`src/cie_defines.svh`:
```
// cie_defines.svh: offsets, field positions, reset values and timing counts
// assumes inclusion by cie_pkg.sv; cie_core.sv uses its macros without including it
`ifndef CIE_DEFINES_SVH
`define CIE_DEFINES_SVH
// data memory map of the special registers
`define CIE_ADDR_WORKING   8'h0a
`define CIE_ADDR_ALU_FLAG  8'h04
`define CIE_ADDR_PC_LOW    8'h02
`define CIE_ADDR_PC_LATCH  8'h03
// flag bit positions inside the alu flag register
`define CIE_FLAG_CARRY     0
`define CIE_FLAG_HALF      1
`define CIE_FLAG_ZERO      2
`define CIE_FLAG_WRAP      3
// opcode fields
`define CIE_OP_ADDC        7'h08
`define CIE_OP_ANDL        8'hb5
`define CIE_OP_CLEAR_FILE_INSTR        7'h14
`define CIE_OP_BSET        5'h11
`define CIE_OP_BCLR        5'h10
`define CIE_OP_BTOG        5'h07
`define CIE_OP_MOVF        7'h1c
`define CIE_OP_MOVWF       8'h01
// reset values
`define CIE_RST_BYTE       8'h00
`define CIE_RST_OPCODE     16'h0000
// phases in one instruction cycle
`define CIE_PHASES         4
`endif

```
`src/cie_pkg.sv`:
```
// cie_pkg.sv: types of the instruction execute core
// assumes cie_defines.svh lies beside it
`default_nettype none
package cie_pkg;
    `include "cie_defines.svh"

    typedef enum logic [3:0] {
        CIE_Q1 = 4'b0001,
        CIE_Q2 = 4'b0010,
        CIE_Q3 = 4'b0100,
        CIE_Q4 = 4'b1000
    } cie_phase_t;

    typedef enum logic [6:0] {
        CIE_K_NOP  = 7'b0000001,
        CIE_K_ADDC = 7'b0000010,
        CIE_K_ANDL = 7'b0000100,
        CIE_K_CLEAR_FILE_INSTR = 7'b0001000,
        CIE_K_BIT  = 7'b0010000,
        CIE_K_MOVF = 7'b0100000,
        CIE_K_MOVW = 7'b1000000
    } cie_kind_t;

    // data memory access toward the file registers
    typedef struct packed {
        logic       rd;
        logic       wr;
        logic [7:0] addr;
        logic [7:0] wdata;
    } cie_dmem_t;

    // alu flags
    typedef struct packed {
        logic wrap;
        logic zero;
        logic half;
        logic carry;
    } cie_flags_t;
endpackage : cie_pkg
`default_nettype wire

```
`src/cie_core.sv`:
```
// cie_core.sv: four-phase instruction execute core of an 8-bit controller
// assumes program memory holds opcode steady through q1 and data memory
// answers a read in the same phase as rd
// Operation
// - writes to flag register are overridden only in the flag bits the instruction itself updates; bit ops and movwf keep the written value
// - pc low read latches high byte; pc low write loads high from latch
// - bit set, clear, toggle read whole register and write all bits back
// - every instruction cycle is exactly four consecutive phases
// - q1 decode or nop, q2 read, q3 execute, q4 write or nop
// - add with carry sums working, file and carry, d selects destination
// - and literal ands working with literal, sets only zero flag
`default_nettype none
module cie_core
    import cie_pkg::*;
(
    // clock and reset
    input  wire logic        clk,
    input  wire logic        rstn,
    // program memory
    input  wire logic [15:0] opcode,
    input  wire logic        force_nop,
    output logic             fetch_next,
    // data memory
    input  wire logic [7:0]  dmem_rdata,
    output cie_dmem_t        dmem,
    // visible state
    output cie_phase_t       phase,
    output logic [7:0]       working_register,
    output logic [7:0]       alu_flag_register,
    output logic [7:0]       pc_low_byte,
    output logic [7:0]       pc_high_internal,
    output logic [7:0]       pc_high_latch
);
    cie_phase_t       phase_reg;
    cie_kind_t        kind_reg;
    logic [15:0]      op_reg;
    logic [7:0]       opnd_reg;
    logic [7:0]       res_reg;
    logic             res_to_w_reg;
    logic             res_valid_reg;
    cie_flags_t       flg_reg;
    logic [3:0]       flg_mask_reg;
    logic [7:0]       w_reg;
    logic [7:0]       alu_reg;
    logic [7:0]       pcl_reg;
    logic [7:0]       pch_reg;
    logic [7:0]       pc_high_latch_reg;
    cie_dmem_t        dmem_reg;
    logic             fetch_reg;

    logic [7:0]       faddr;
    logic [7:0]       src_val;
    logic [8:0]       sum;
    logic [4:0]       nib;
    logic [7:0]       bitmask;
    logic [7:0]       bitres;
    logic [7:0]       andres;
    logic [7:0]       res_next;
    logic             res_to_w_next;
    logic             res_valid_next;
    cie_flags_t       flg_next;
    logic [3:0]       flg_mask_next;

    assign faddr   = op_reg[7:0];
    assign bitmask = 8'h01 << op_reg[10:8];
    // special registers are served inside the core, others from memory
    always_comb begin
        if (faddr == `CIE_ADDR_WORKING) begin
            src_val = w_reg;
        end else if (faddr == `CIE_ADDR_ALU_FLAG) begin
            src_val = alu_reg;
        end else if (faddr == `CIE_ADDR_PC_LOW) begin
            src_val = pcl_reg;
        end else if (faddr == `CIE_ADDR_PC_LATCH) begin
            src_val = pc_high_latch_reg;
        end else begin
            src_val = dmem_rdata;
        end
    end
    assign sum    = {1'b0, w_reg} + {1'b0, opnd_reg}
                  + {8'h00, alu_reg[`CIE_FLAG_CARRY]};
    assign nib    = {1'b0, w_reg[3:0]} + {1'b0, opnd_reg[3:0]}
                  + {4'h0, alu_reg[`CIE_FLAG_CARRY]};
    assign andres = w_reg & op_reg[7:0];
    always_comb begin
        if (op_reg[15:11] == `CIE_OP_BSET) begin
            bitres = opnd_reg | bitmask;
        end else if (op_reg[15:11] == `CIE_OP_BCLR) begin
            bitres = opnd_reg & ~bitmask;
        end else begin
            bitres = opnd_reg ^ bitmask;
        end
    end

    // phase ring, never skips or stalls
    always_ff @(posedge clk or negedge rstn) begin
        if (!rstn) begin
            phase_reg <= CIE_Q1;
        end else begin
            case (phase_reg)
                CIE_Q1:  phase_reg <= CIE_Q2;
                CIE_Q2:  phase_reg <= CIE_Q3;
                CIE_Q3:  phase_reg <= CIE_Q4;
                default: phase_reg <= CIE_Q1;
            endcase
        end
    end

    // q1 decode; reserved opcodes fall to nop by choice, not by promise
    always_ff @(posedge clk or negedge rstn) begin
        if (!rstn) begin
            kind_reg <= CIE_K_NOP;
            op_reg   <= `CIE_RST_OPCODE;
        end else if (phase_reg == CIE_Q1) begin
            op_reg <= opcode;
            if (force_nop) begin
                kind_reg <= CIE_K_NOP;
            end else if (opcode[15:9] == `CIE_OP_ADDC) begin
                kind_reg <= CIE_K_ADDC;
            end else if (opcode[15:8] == `CIE_OP_ANDL) begin
                kind_reg <= CIE_K_ANDL;
            end else if (opcode[15:9] == `CIE_OP_CLEAR_FILE_INSTR) begin
                kind_reg <= CIE_K_CLEAR_FILE_INSTR;
            end else if (opcode[15:9] == `CIE_OP_MOVF) begin
                // ahead of the toggle test: both share the top five bits
                kind_reg <= CIE_K_MOVF;
            end else if (opcode[15:11] == `CIE_OP_BSET
                      || opcode[15:11] == `CIE_OP_BCLR
                      || opcode[15:11] == `CIE_OP_BTOG) begin
                kind_reg <= CIE_K_BIT;
            end else if (opcode[15:8] == `CIE_OP_MOVWF) begin
                kind_reg <= CIE_K_MOVW;
            end else begin
                kind_reg <= CIE_K_NOP;
            end
        end
    end

    // data memory strobes: read issued in q2, write in q4
    always_ff @(posedge clk or negedge rstn) begin
        if (!rstn) begin
            dmem_reg <= '0;
        end else begin
            dmem_reg.rd <= 1'b0;
            dmem_reg.wr <= 1'b0;
            if (phase_reg == CIE_Q1 && !force_nop) begin
                dmem_reg.addr <= opcode[7:0];
                dmem_reg.rd   <= 1'b1;
            end else if (phase_reg == CIE_Q3 && res_valid_next) begin
                dmem_reg.wr    <= !res_to_w_next;
                dmem_reg.wdata <= res_next;
            end
        end
    end

    // q2 operand read; a pc low read copies the high byte to the latch
    always_ff @(posedge clk or negedge rstn) begin
        if (!rstn) begin
            opnd_reg <= `CIE_RST_BYTE;
        end else if (phase_reg == CIE_Q2) begin
            opnd_reg <= src_val;
        end
    end

    // q3 execute
    always_comb begin
        res_next       = `CIE_RST_BYTE;
        res_to_w_next  = 1'b0;
        res_valid_next = 1'b0;
        flg_next       = '0;
        flg_mask_next  = 4'h0;
        case (kind_reg)
            CIE_K_ADDC: begin
                res_next       = sum[7:0];
                res_to_w_next  = !op_reg[8];
                res_valid_next = 1'b1;
                flg_next.carry = sum[8];
                flg_next.half  = nib[4];
                flg_next.zero  = (sum[7:0] == 8'h00);
                flg_next.wrap  = (w_reg[7] == opnd_reg[7])
                               && (sum[7] != w_reg[7]);
                flg_mask_next  = 4'hf;
            end
            CIE_K_ANDL: begin
                res_next       = andres;
                res_to_w_next  = 1'b1;
                res_valid_next = 1'b1;
                flg_next.zero  = (andres == 8'h00);
                flg_mask_next  = 4'h4;
            end
            CIE_K_CLEAR_FILE_INSTR: begin
                res_next       = 8'h00;
                res_to_w_next  = (faddr == `CIE_ADDR_WORKING);
                res_valid_next = 1'b1;
                flg_next.zero  = 1'b1;
                flg_mask_next  = 4'h4;
            end
            CIE_K_BIT: begin
                res_next       = bitres;
                res_to_w_next  = (faddr == `CIE_ADDR_WORKING);
                res_valid_next = 1'b1;
            end
            CIE_K_MOVF: begin
                res_next       = opnd_reg;
                res_to_w_next  = !op_reg[8];
                res_valid_next = 1'b1;
                flg_next.zero  = (opnd_reg == 8'h00);
                flg_mask_next  = 4'h4;
            end
            CIE_K_MOVW: begin
                res_next       = w_reg;
                res_to_w_next  = (faddr == `CIE_ADDR_WORKING);
                res_valid_next = 1'b1;
            end
            default: begin
                res_valid_next = 1'b0;
            end
        endcase
    end
    always_ff @(posedge clk or negedge rstn) begin
        if (!rstn) begin
            res_reg       <= `CIE_RST_BYTE;
            res_to_w_reg  <= 1'b0;
            res_valid_reg <= 1'b0;
            flg_reg       <= '0;
            flg_mask_reg  <= 4'h0;
        end else if (phase_reg == CIE_Q3) begin
            res_reg       <= res_next;
            res_to_w_reg  <= res_to_w_next;
            res_valid_reg <= res_valid_next;
            flg_reg       <= flg_next;
            flg_mask_reg  <= flg_mask_next;
        end
    end

    // q4 writeback of core-held registers
    logic wb;
    logic wb_file;
    assign wb      = phase_reg == CIE_Q4 && res_valid_reg;
    assign wb_file = wb && !res_to_w_reg;
    always_ff @(posedge clk or negedge rstn) begin
        if (!rstn) begin
            w_reg <= `CIE_RST_BYTE;
        end else if (wb && (res_to_w_reg
                 || faddr == `CIE_ADDR_WORKING)) begin
            w_reg <= res_reg;
        end
    end
    // flag result merges over any written value so it always wins
    always_ff @(posedge clk or negedge rstn) begin
        if (!rstn) begin
            alu_reg <= `CIE_RST_BYTE;
        end else if (phase_reg == CIE_Q4) begin
            alu_reg <= ((wb_file && faddr == `CIE_ADDR_ALU_FLAG)
                        ? res_reg : alu_reg)
                     & ~{4'h0, flg_mask_reg}
                     | ({4'h0, flg_reg} & {4'h0, flg_mask_reg});
        end
    end
    // program counter; the write goes through the latch for the high byte
    always_ff @(posedge clk or negedge rstn) begin
        if (!rstn) begin
            pcl_reg <= `CIE_RST_BYTE;
            pch_reg <= `CIE_RST_BYTE;
        end else if (phase_reg == CIE_Q4) begin
            if (wb_file && faddr == `CIE_ADDR_PC_LOW) begin
                pch_reg <= pc_high_latch_reg;
                pcl_reg <= res_reg;
            end else begin
                {pch_reg, pcl_reg} <= {pch_reg, pcl_reg} + 16'h0001;
            end
        end
    end
    always_ff @(posedge clk or negedge rstn) begin
        if (!rstn) begin
            pc_high_latch_reg <= `CIE_RST_BYTE;
        end else if (wb_file && faddr == `CIE_ADDR_PC_LATCH) begin
            pc_high_latch_reg <= res_reg;
        end else if (phase_reg == CIE_Q2 && kind_reg != CIE_K_NOP
                  && kind_reg != CIE_K_MOVW
                  && faddr == `CIE_ADDR_PC_LOW) begin
            // a plain move into pc low writes only, so the latch must stay
            pc_high_latch_reg <= pch_reg;
        end
    end
    always_ff @(posedge clk or negedge rstn) begin
        if (!rstn) begin
            fetch_reg <= 1'b0;
        end else begin
            fetch_reg <= phase_reg == CIE_Q3;
        end
    end

    assign phase             = phase_reg;
    assign working_register  = w_reg;
    assign alu_flag_register = alu_reg;
    assign pc_low_byte       = pcl_reg;
    assign pc_high_internal  = pch_reg;
    assign pc_high_latch     = pc_high_latch_reg;
    assign dmem              = dmem_reg;
    assign fetch_next        = fetch_reg;

    // checks
    AST_PHASE_RING: assert property (@(posedge clk) disable iff (!rstn)
        phase_reg == CIE_Q1 |=> phase_reg == CIE_Q2 ##1 phase_reg == CIE_Q3
        ##1 phase_reg == CIE_Q4 ##1 phase_reg == CIE_Q1)
        else $error("phase ring broken");
    AST_WRITE_IN_Q4: assert property (@(posedge clk) disable iff (!rstn)
        dmem_reg.wr |-> phase_reg == CIE_Q4)
        else $error("memory write outside q4");
    AST_CLR_FLAG: assert property (@(posedge clk) disable iff (!rstn)
        phase_reg == CIE_Q3 && kind_reg == CIE_K_CLEAR_FILE_INSTR
        && faddr == `CIE_ADDR_ALU_FLAG |=> ##1 alu_reg == 8'h04)
        else $error("cleared flag register lacks zero");
    AST_PCL_WRITE: assert property (@(posedge clk) disable iff (!rstn)
        wb_file && faddr == `CIE_ADDR_PC_LOW
        |=> pch_reg == $past(pc_high_latch_reg) && pcl_reg == $past(res_reg))
        else $error("pc low write wrong");
    AST_ANDL: assert property (@(posedge clk) disable iff (!rstn)
        phase_reg == CIE_Q3 && kind_reg == CIE_K_ANDL
        |=> ##1 w_reg == $past(andres, 2)
        && alu_reg[3] == $past(alu_reg[3], 2))
        else $error("and literal wrong");
    AST_ADDC: assert property (@(posedge clk) disable iff (!rstn)
        phase_reg == CIE_Q3 && kind_reg == CIE_K_ADDC && !op_reg[8]
        |=> ##1 w_reg == $past(sum[7:0], 2))
        else $error("add with carry wrong");
    AST_BIT_WB: assert property (@(posedge clk) disable iff (!rstn)
        phase_reg == CIE_Q3 && kind_reg == CIE_K_BIT
        && faddr > 8'h0a |=> dmem_reg.wr
        && dmem_reg.wdata == $past(bitres))
        else $error("bit op write back wrong");
    AST_READ_Q2: assert property (@(posedge clk) disable iff (!rstn)
        dmem_reg.rd |-> phase_reg == CIE_Q2)
        else $error("memory read outside q2");
endmodule : cie_core
`default_nettype wire

```
`config.mk`:
```
export PLATFORM = sky130hd
export DESIGN_NAME = cie_core
export DESIGN_NICKNAME = d
export VERILOG_FILES = /design/src/cie_pkg.sv /design/src/cie_core.sv
export VERILOG_INCLUDE_DIRS = /design/src
export SDC_FILE = /design/constraint.sdc
export NUM_CORES = 1
export LEC_CHECK = 0
export ABC_AREA = 1
export BUFFER_PORTS_ARGS = -buffer_cell sky130_fd_sc_hd__clkbuf_2
export CORE_MARGIN = 8
export CORE_UTILIZATION = 50
export DETAILED_ROUTE_END_ITERATION = 12
export GPL_ROUTABILITY_DRIVEN = 0
export GPL_TIMING_DRIVEN = 0
export HOLD_SLACK_MARGIN = 0.05
export PLACE_DENSITY = 0.71
export SYNTH_ARGS = -nofsm -noshare
export SYNTH_HDL_FRONTEND = slang
export SYNTH_SLANG_ARGS = --single-unit
```
`constraint.sdc`:
```
create_clock -name clk -period 2.5 [get_ports clk]
set_input_delay 0.5 -clock clk [delete_from_list [all_inputs] [get_ports clk]]
set_output_delay 0.5 -clock clk [all_outputs]
set_load 0.02 [all_outputs]
```
==> impl_results.md, run 1 <==
* Cell area after layout at 7640 µm²
* Drt wl/cell at 16.2 µm
* Starting Density at 50.7%
* Buf/Inv on CP at 0
* Sequential area share after synthesis at 41.4%
* Syn nets at 962
* Yosys Warn Count at 0
* RSZ-0062 raised after global routing: no
* Outcome: complete, no violations
* DIE AREA at 17,300 µm²
* Fin cells at 1,190
* Crit Path Max Fanout at 6
* Congestion Overflow GR at 0
* CP Capture Type: flip-flop
* Area grow syn2layout at 14.8%
* Dpl cell area at 7330 µm²
* CTS max path bufs at 2
* Mapped Area at 6660 µm²
* Chip width at 131 µm
* Num CTS Buffers at 9
* Power after layout at 3.61 mW
* Finished Core Util at 58.2%
* Slowest stage delay, CP at 0.51 ns
* Switching Power at 884 µW
* Net Sw Frac at 24.5%
* Inst Count DP at 1,174
* Tmin final at 2.39 ns
* Final wirelength at 19,300 µm
* Crit-path slowest cell: fa_1
* Syn Inst Count at 909
* Combinational power share at 6.7%
* Max-slew violations at 0
* Yosys reg bits at 110
* Core Footprint at 13,100 µm²
* First DRT Iteration DRCs at 674
* Clock slew seen by the registers of the worst setup and hold paths at 0.07 ns
* Ports at 90
* Hold Worst Slack at 0.229 ns
* Post-CTS Resized at 0
* Fill count at 1,262
* Period utilisation layout at 95.5%
* PortBufs at 89
* Startpoint class of the critical path: flip-flop
* Mean post-synth cell area at 7.33 µm²
* Clock root cell: clkbuf_16
* Post-synth top flop: dfrtp_1
* Vias in the first global route at 6,059
* Global Route Usage Sum at 22.5%
* Internal power at 2.73 mW
* Sum Neg Setup Slack at 0 ns
* Die H at 131 µm
* Post-synthesis cell type count at 41
* Critical path's most frequent cell: nand2_1
* First-pass GRT wire length at 31,600 µm
* Drt drc at 0
* Final ANT Viol Nets at 0
* Final setup margin at 0.113 ns
* Final nets at 1,062
* Hold Buf Count CTS at 0
* H-Tree Depth at 3
* Setup-failing EPs final at 0
* Worst skew pair latency at 0.36 ns
* Post-CTS Setup Repair Bufs at 0
* Relative slew slack at 42.5%
* Max Cap Viol at 0
* WP data arrival at 2.63 ns
* Leak at 3.94 nW
* Routed vias at 6,405
* Initial antenna violation count at 0
* Clock sinks at 110
* Final hold vios at 0
* Ant. Diodes at 0
* Layout cells sized above 1 at 15.5%
* Slew @ Worst Pin at 0.863 ns
* Critical path class: reg -> reg
* Dpl ws at 0.131 ns
* Seq pwr share at 51.3%
* Peak Freq at 419 MHz
* Worst Skew at 0.00809 ns
* Part of the power in the clock network at 42.0%
* Post-DP HPWL at 14,800 µm
* DRT Pass-1 Iters at 5
* Fraction of registers with async set/reset at 100%
* Critical path cell sequence: fa_1 -> fa_1 -> nand3_1 -> nand3_1 -> nand2_1 -> nand2_1 -> nand2_1 -> nand2_1 -> a21oi_1 -> o21ai_0
* Worst vdd ir at 0.331 mV
* Max reg flops at 18
* CP required at 2.74 ns
* Largest delay share family, worst path: adder cells
* EDFF count, synth at 0
* DR vias/cell at 5.38
* Hold Path Class: in -> async
* CTS tree: built
* PwrDens at 473 nW/µm²
* Largest net degree at the start of global routing at 111
* Core Rows at 42
power by group through the flow:
| stage | Sequential (mW) | Combinational (mW) | Clock, mW |
|---|---|---|---|
| 2_1_floorplan | 1.89 | 0.129 | 0 |
| 3_3_place_gp | 1.89 | 0.241 | 0 |
| 3_5_place_dp | 1.89 | 0.247 | 0 |
| 4_1_cts | 1.85 | 0.248 | 1.52 |
| 5_1_grt | 1.86 | 0.284 | 1.59 |
| 6_report | 1.85 | 0.243 | 1.52 |
cell usage after synthesis (2+ instances only):
library cell / n / area (µm²)
a21oi_1: 41 / 205
a21oi_2: 2 / 17.5
a22oi_1: 2 / 15.0
buf_2: 8 / 40.0
buf_6: 4 / 45.0
clkbuf_1: 7 / 26.3
dfrtp_1: 108 / 2700
dfstp_2: 2 / 52.6
fa_1: 2 / 40.0
ha_1: 24 / 300
inv_1: 126 / 473
inv_2: 9 / 33.8
nand2_1: 268 / 1010
nand2_2: 3 / 18.8
nand3_1: 48 / 240
nand3b_1: 6 / 45.0
nand4_1: 20 / 125
nor2_1: 42 / 158
nor2_2: 5 / 31.3
nor2_4: 2 / 22.5
nor3_1: 14 / 70.1
nor3_2: 2 / 20.0
nor3_4: 2 / 32.5
o211ai_1: 5 / 37.5
o211ai_2: 2 / 25.0
o21ai_0: 116 / 581
o21ai_1: 14 / 70.1
o21ai_2: 4 / 35.0
o22ai_1: 7 / 43.8
xor2_1: 3 / 26.3
area by class of cell:
type,instances,area [µm²],area share [%]
flip-flops and latches,110,2760,36.1
inverters,136,510,6.68
multi-input cells,644,3280,42.9
well taps,176,220,2.88
clock buffers,12,256,3.36
clock inverters,4,52.6,0.688
plain buffers,19,111,1.46
repair buffers,89,454,5.94
cells by family (layout without fill, tap and decap cells):
kind of cell    after synthesis  after routing  synth area share (%)
xor+xnor                      4              4                 0.526
compound gates              195            195                  15.8
buf+inv                     155            260                  9.34
flops                       110            110                  41.4
simple gates                419            419                  27.8
fa+ha+maj                    26             26                  5.11
cell usage in the layout (no fill, tap or decap), drive strengths merged:
cell type and n:
a21oi 44, a22oi 2, a31oi 1, buf 12, bufinv 1, clkbuf 108, clkinv 3, dfrtp 108
dfstp 2, fa 2, ha 24, inv 136, nand2 272, nand3 50, nand3b 6, nand4 21
nor2 49, nor3 18, nor4 2, o211ai 7, o21ai 134, o22ai 7, or2 1, xnor2 1
xor2 3
layer usage:
layer | global-route usage [%] | share of wire [%] | wire length (µm)
met1 | 29.7 | 43 | 8350
met3 | 5.26 | 7.4 | 1430
met5 | 0 | 0 | 0
met2 | 35.8 | 47 | 8960
met4 | 7.21 | 2.7 | 514
path summary, 6_finish.rpt:
check                                    startpoint                  end  slack, ns  depth (start not counted)
worst max-delay path            working_register[0]           flg_reg[0]       0.11                         10
worst min-delay path                           rstn             dmem[17]       0.23                          1
worst max register to register  working_register[0]           flg_reg[0]       0.11                         10
worst min register to register              dmem[2]              dmem[2]       0.48                          2
max in group asynchronous                      rstn  working_register[0]       1.60                          1
min in group clk                          force_nop             dmem[17]       0.31                          2
Note: power is estimated with default switching activity, not from simulation.
==> run 2: changes to the inputs <==
- GPL_TIMING_DRIVEN: 0 -> 1
- SLEW_MARGIN: unset -> 20
==> impl_results.md, run 2 (synthesis gave the netlist of run 1 again) <==
* Ant. Diodes at 0 (unchanged)
* Post-CTS Resized at 0 (unchanged)
* Startpoint class of the critical path: flip-flop
* CP required at 2.76 ns (+0.02 ns)
* Drt wl/cell at 16.4 µm (+1.2%)
* Final hold vios at 0 (unchanged)
* Drt drc at 0 (unchanged)
* PwrDens at 481 nW/µm² (+1.8%)
* Worst vdd ir at 0.322 mV (-2.7%)
* CTS max path bufs at 2 (unchanged)
* Starting Density at 50.7% (unchanged)
* Most frequent cells in the layout: nand2_1 (268), inv_1 (126), o21ai_0 (116)
* PortBufs at 89 (unchanged)
* Vias in the first global route at 5,932 (-2.1%)
* DIE AREA at 17,300 µm² (unchanged)
* DRT Pass-1 Iters at 6 (+1)
* Setup-failing EPs final at 0 (unchanged)
* Ports at 90 (unchanged)
* H-Tree Depth at 3 (unchanged)
* Core Rows at 42 (unchanged)
* Tmin final at 2.27 ns (-0.113 ns)
* Largest net degree at the start of global routing at 36 (-68%)
* Worst skew pair latency at 0.36 ns (about the same)
* Final wirelength at 19,400 µm (+0.92%)
* Max Cap Viol at 0 (unchanged)
* Critical path's most frequent cell: nand2_1
* Leak at 3.97 nW (+0.72%)
* First DRT Iteration DRCs at 595 (-12%)
* Initial antenna violation count at 0 (unchanged)
* CTS tree: built
* Core Footprint at 13,100 µm² (unchanged)
* Sum Neg Setup Slack at 0 ns (unchanged)
* Num CTS Buffers at 9 (unchanged)
* DR vias/cell at 5.38 (about the same)
* Post-DP HPWL at 15,200 µm (+3.0%)
* Die H at 131 µm (unchanged)
* Clock root cell: clkbuf_16
* DRT met1 WL at 8620 µm (+3.2%)
* Met3 WL at 1500 µm (+5.0%)
* Outcome: complete, no violations
* Hold Path Class: in -> async
* Hold Worst Slack at 0.0650 ns (-0.164 ns)
* Slowest stage delay, CP at 0.51 ns (about the same)
* Top sig layer: met4
* CP Capture Type: flip-flop
* Max-slew violations at 0 (unchanged)
* Final ANT Viol Nets at 0 (unchanged)
* Dpl ws at 0.255 ns (+0.124 ns)
* Chip width at 131 µm (unchanged)
* Crit-path slowest cell: fa_1
* Worst Skew at 0.00874 ns (+0.000650 ns)
* Global Route Usage Sum at 22.7% (+0.23 points)
* Peak Freq at 440 MHz (+5.0%)
* Area grow syn2layout at 15.4%
* Post-CTS Setup Repair Bufs at 0 (unchanged)
* Congestion Overflow GR at 0 (unchanged)
* Period utilisation layout at 90.9% (-4.5 points)
* WP data arrival at 2.53 ns (-0.10 ns)
* Most common cell after layout, fill and taps aside: nand2_1
* Layout cells sized above 1 at 15.7% (+0.24 points)
* Clock slew seen by the registers of the worst setup and hold paths at 0.08 ns (about the same)
* Slew @ Worst Pin at 0.618 ns (-0.244 ns)
* RSZ-0062 raised after global routing: no
* Fill count at 1,278 (+1.3%)
* First-pass GRT wire length at 31,600 µm (about the same)
* Max reg flops at 18 (unchanged)
* Hold Buf Count CTS at 0 (unchanged)
* Clock sinks at 110 (unchanged)
* Routed vias at 6,383 (-0.34%)
* Critical path cell sequence: fa_1 -> fa_1 -> nand3_1 -> nand3_1 -> nand2_1 -> nand2_1 -> nand2_1 -> nand2_1 -> nand3_1 -> nand2_1 -> nand2_1 -> nand2_1
* Crit Path Max Fanout at 6 (unchanged)
* Critical path class: reg -> reg
* Relative slew slack at 58.8% (+16 points)
* Final nets at 1,059 (-0.28%)
* Met2 WL at 8770 µm (-2.1%)
* Final setup margin at 0.226 ns (+0.113 ns)
-- run 2: cell count changes in the layout (fill, tap and decap cells not counted), sizes merged --
| cell | previous run | this run |
|---|---|---|
| clkinv | 3 | 2 |
| clkbuf | 108 | 100 |
| buf | 12 | 17 |
| bufinv | 1 | 2 |
-- run 2: routing by layer --
| metal | vias up | track usage [%] |
|---|---|---|
| met3 | 38 | 3.96 |
| met2 | 262 | 35.2 |
| met1 | 2938 | 31.1 |
| met4 | 0 | 8.93 |
| met5 | - | 0 |
| li1 | 3145 | - |
-- run 2: worst max-delay path, delay by kind of cell (launching register included) --
kind / cells / cell delay (ns)
flops: 1 / 0.47
simple gates: 10 / 0.75
fa+ha+maj: 2 / 0.94
-- run 2: final timing paths --
kind                                startpoint           to  slack (ns)  depth (start not counted)
max reg2reg                working_register[0]   flg_reg[2]        0.23                         12
max                        working_register[0]   flg_reg[2]        0.23                         12
min                                       rstn    op_reg[6]        0.06                          1
max in group asynchronous                 rstn  kind_reg[0]        1.80                          2
min reg2reg                            dmem[3]      dmem[3]        0.47                          2
min in group clk                     force_nop     dmem[17]        0.31                          2
-- run 2: final cells by class --
type / instances / area (µm²) / area share [%]
timing repair buffer: 105 / 593 / 7.72
inverter: 136 / 510 / 6.64
multi-input combinational: 644 / 3280 / 42.7
clock buffer: 12 / 246 / 3.21
tap: 176 / 220 / 2.87
clock inverter: 4 / 77.6 / 1.01
sequential: 110 / 2760 / 35.9
-- run 2: where the power goes --
part / switching (mW) / internal [mW]
Clock: 0.677 / 0.913
Combinational: 0.167 / 0.0862
Sequential: 0.0416 / 1.81
-- run 2: metrics by stage --
stage          area [µm²]  power (mW)  std cells  util [%]
2_1_floorplan        6660        2.02        909         -
3_3_place_gp         7360        2.14       1171      56.0
3_5_place_dp         7360        2.14       1171      56.0
4_1_cts              7680        3.72       1187      58.5
5_1_grt              7680        3.83       1187      58.5
6_report             7680        3.70       1187      58.5
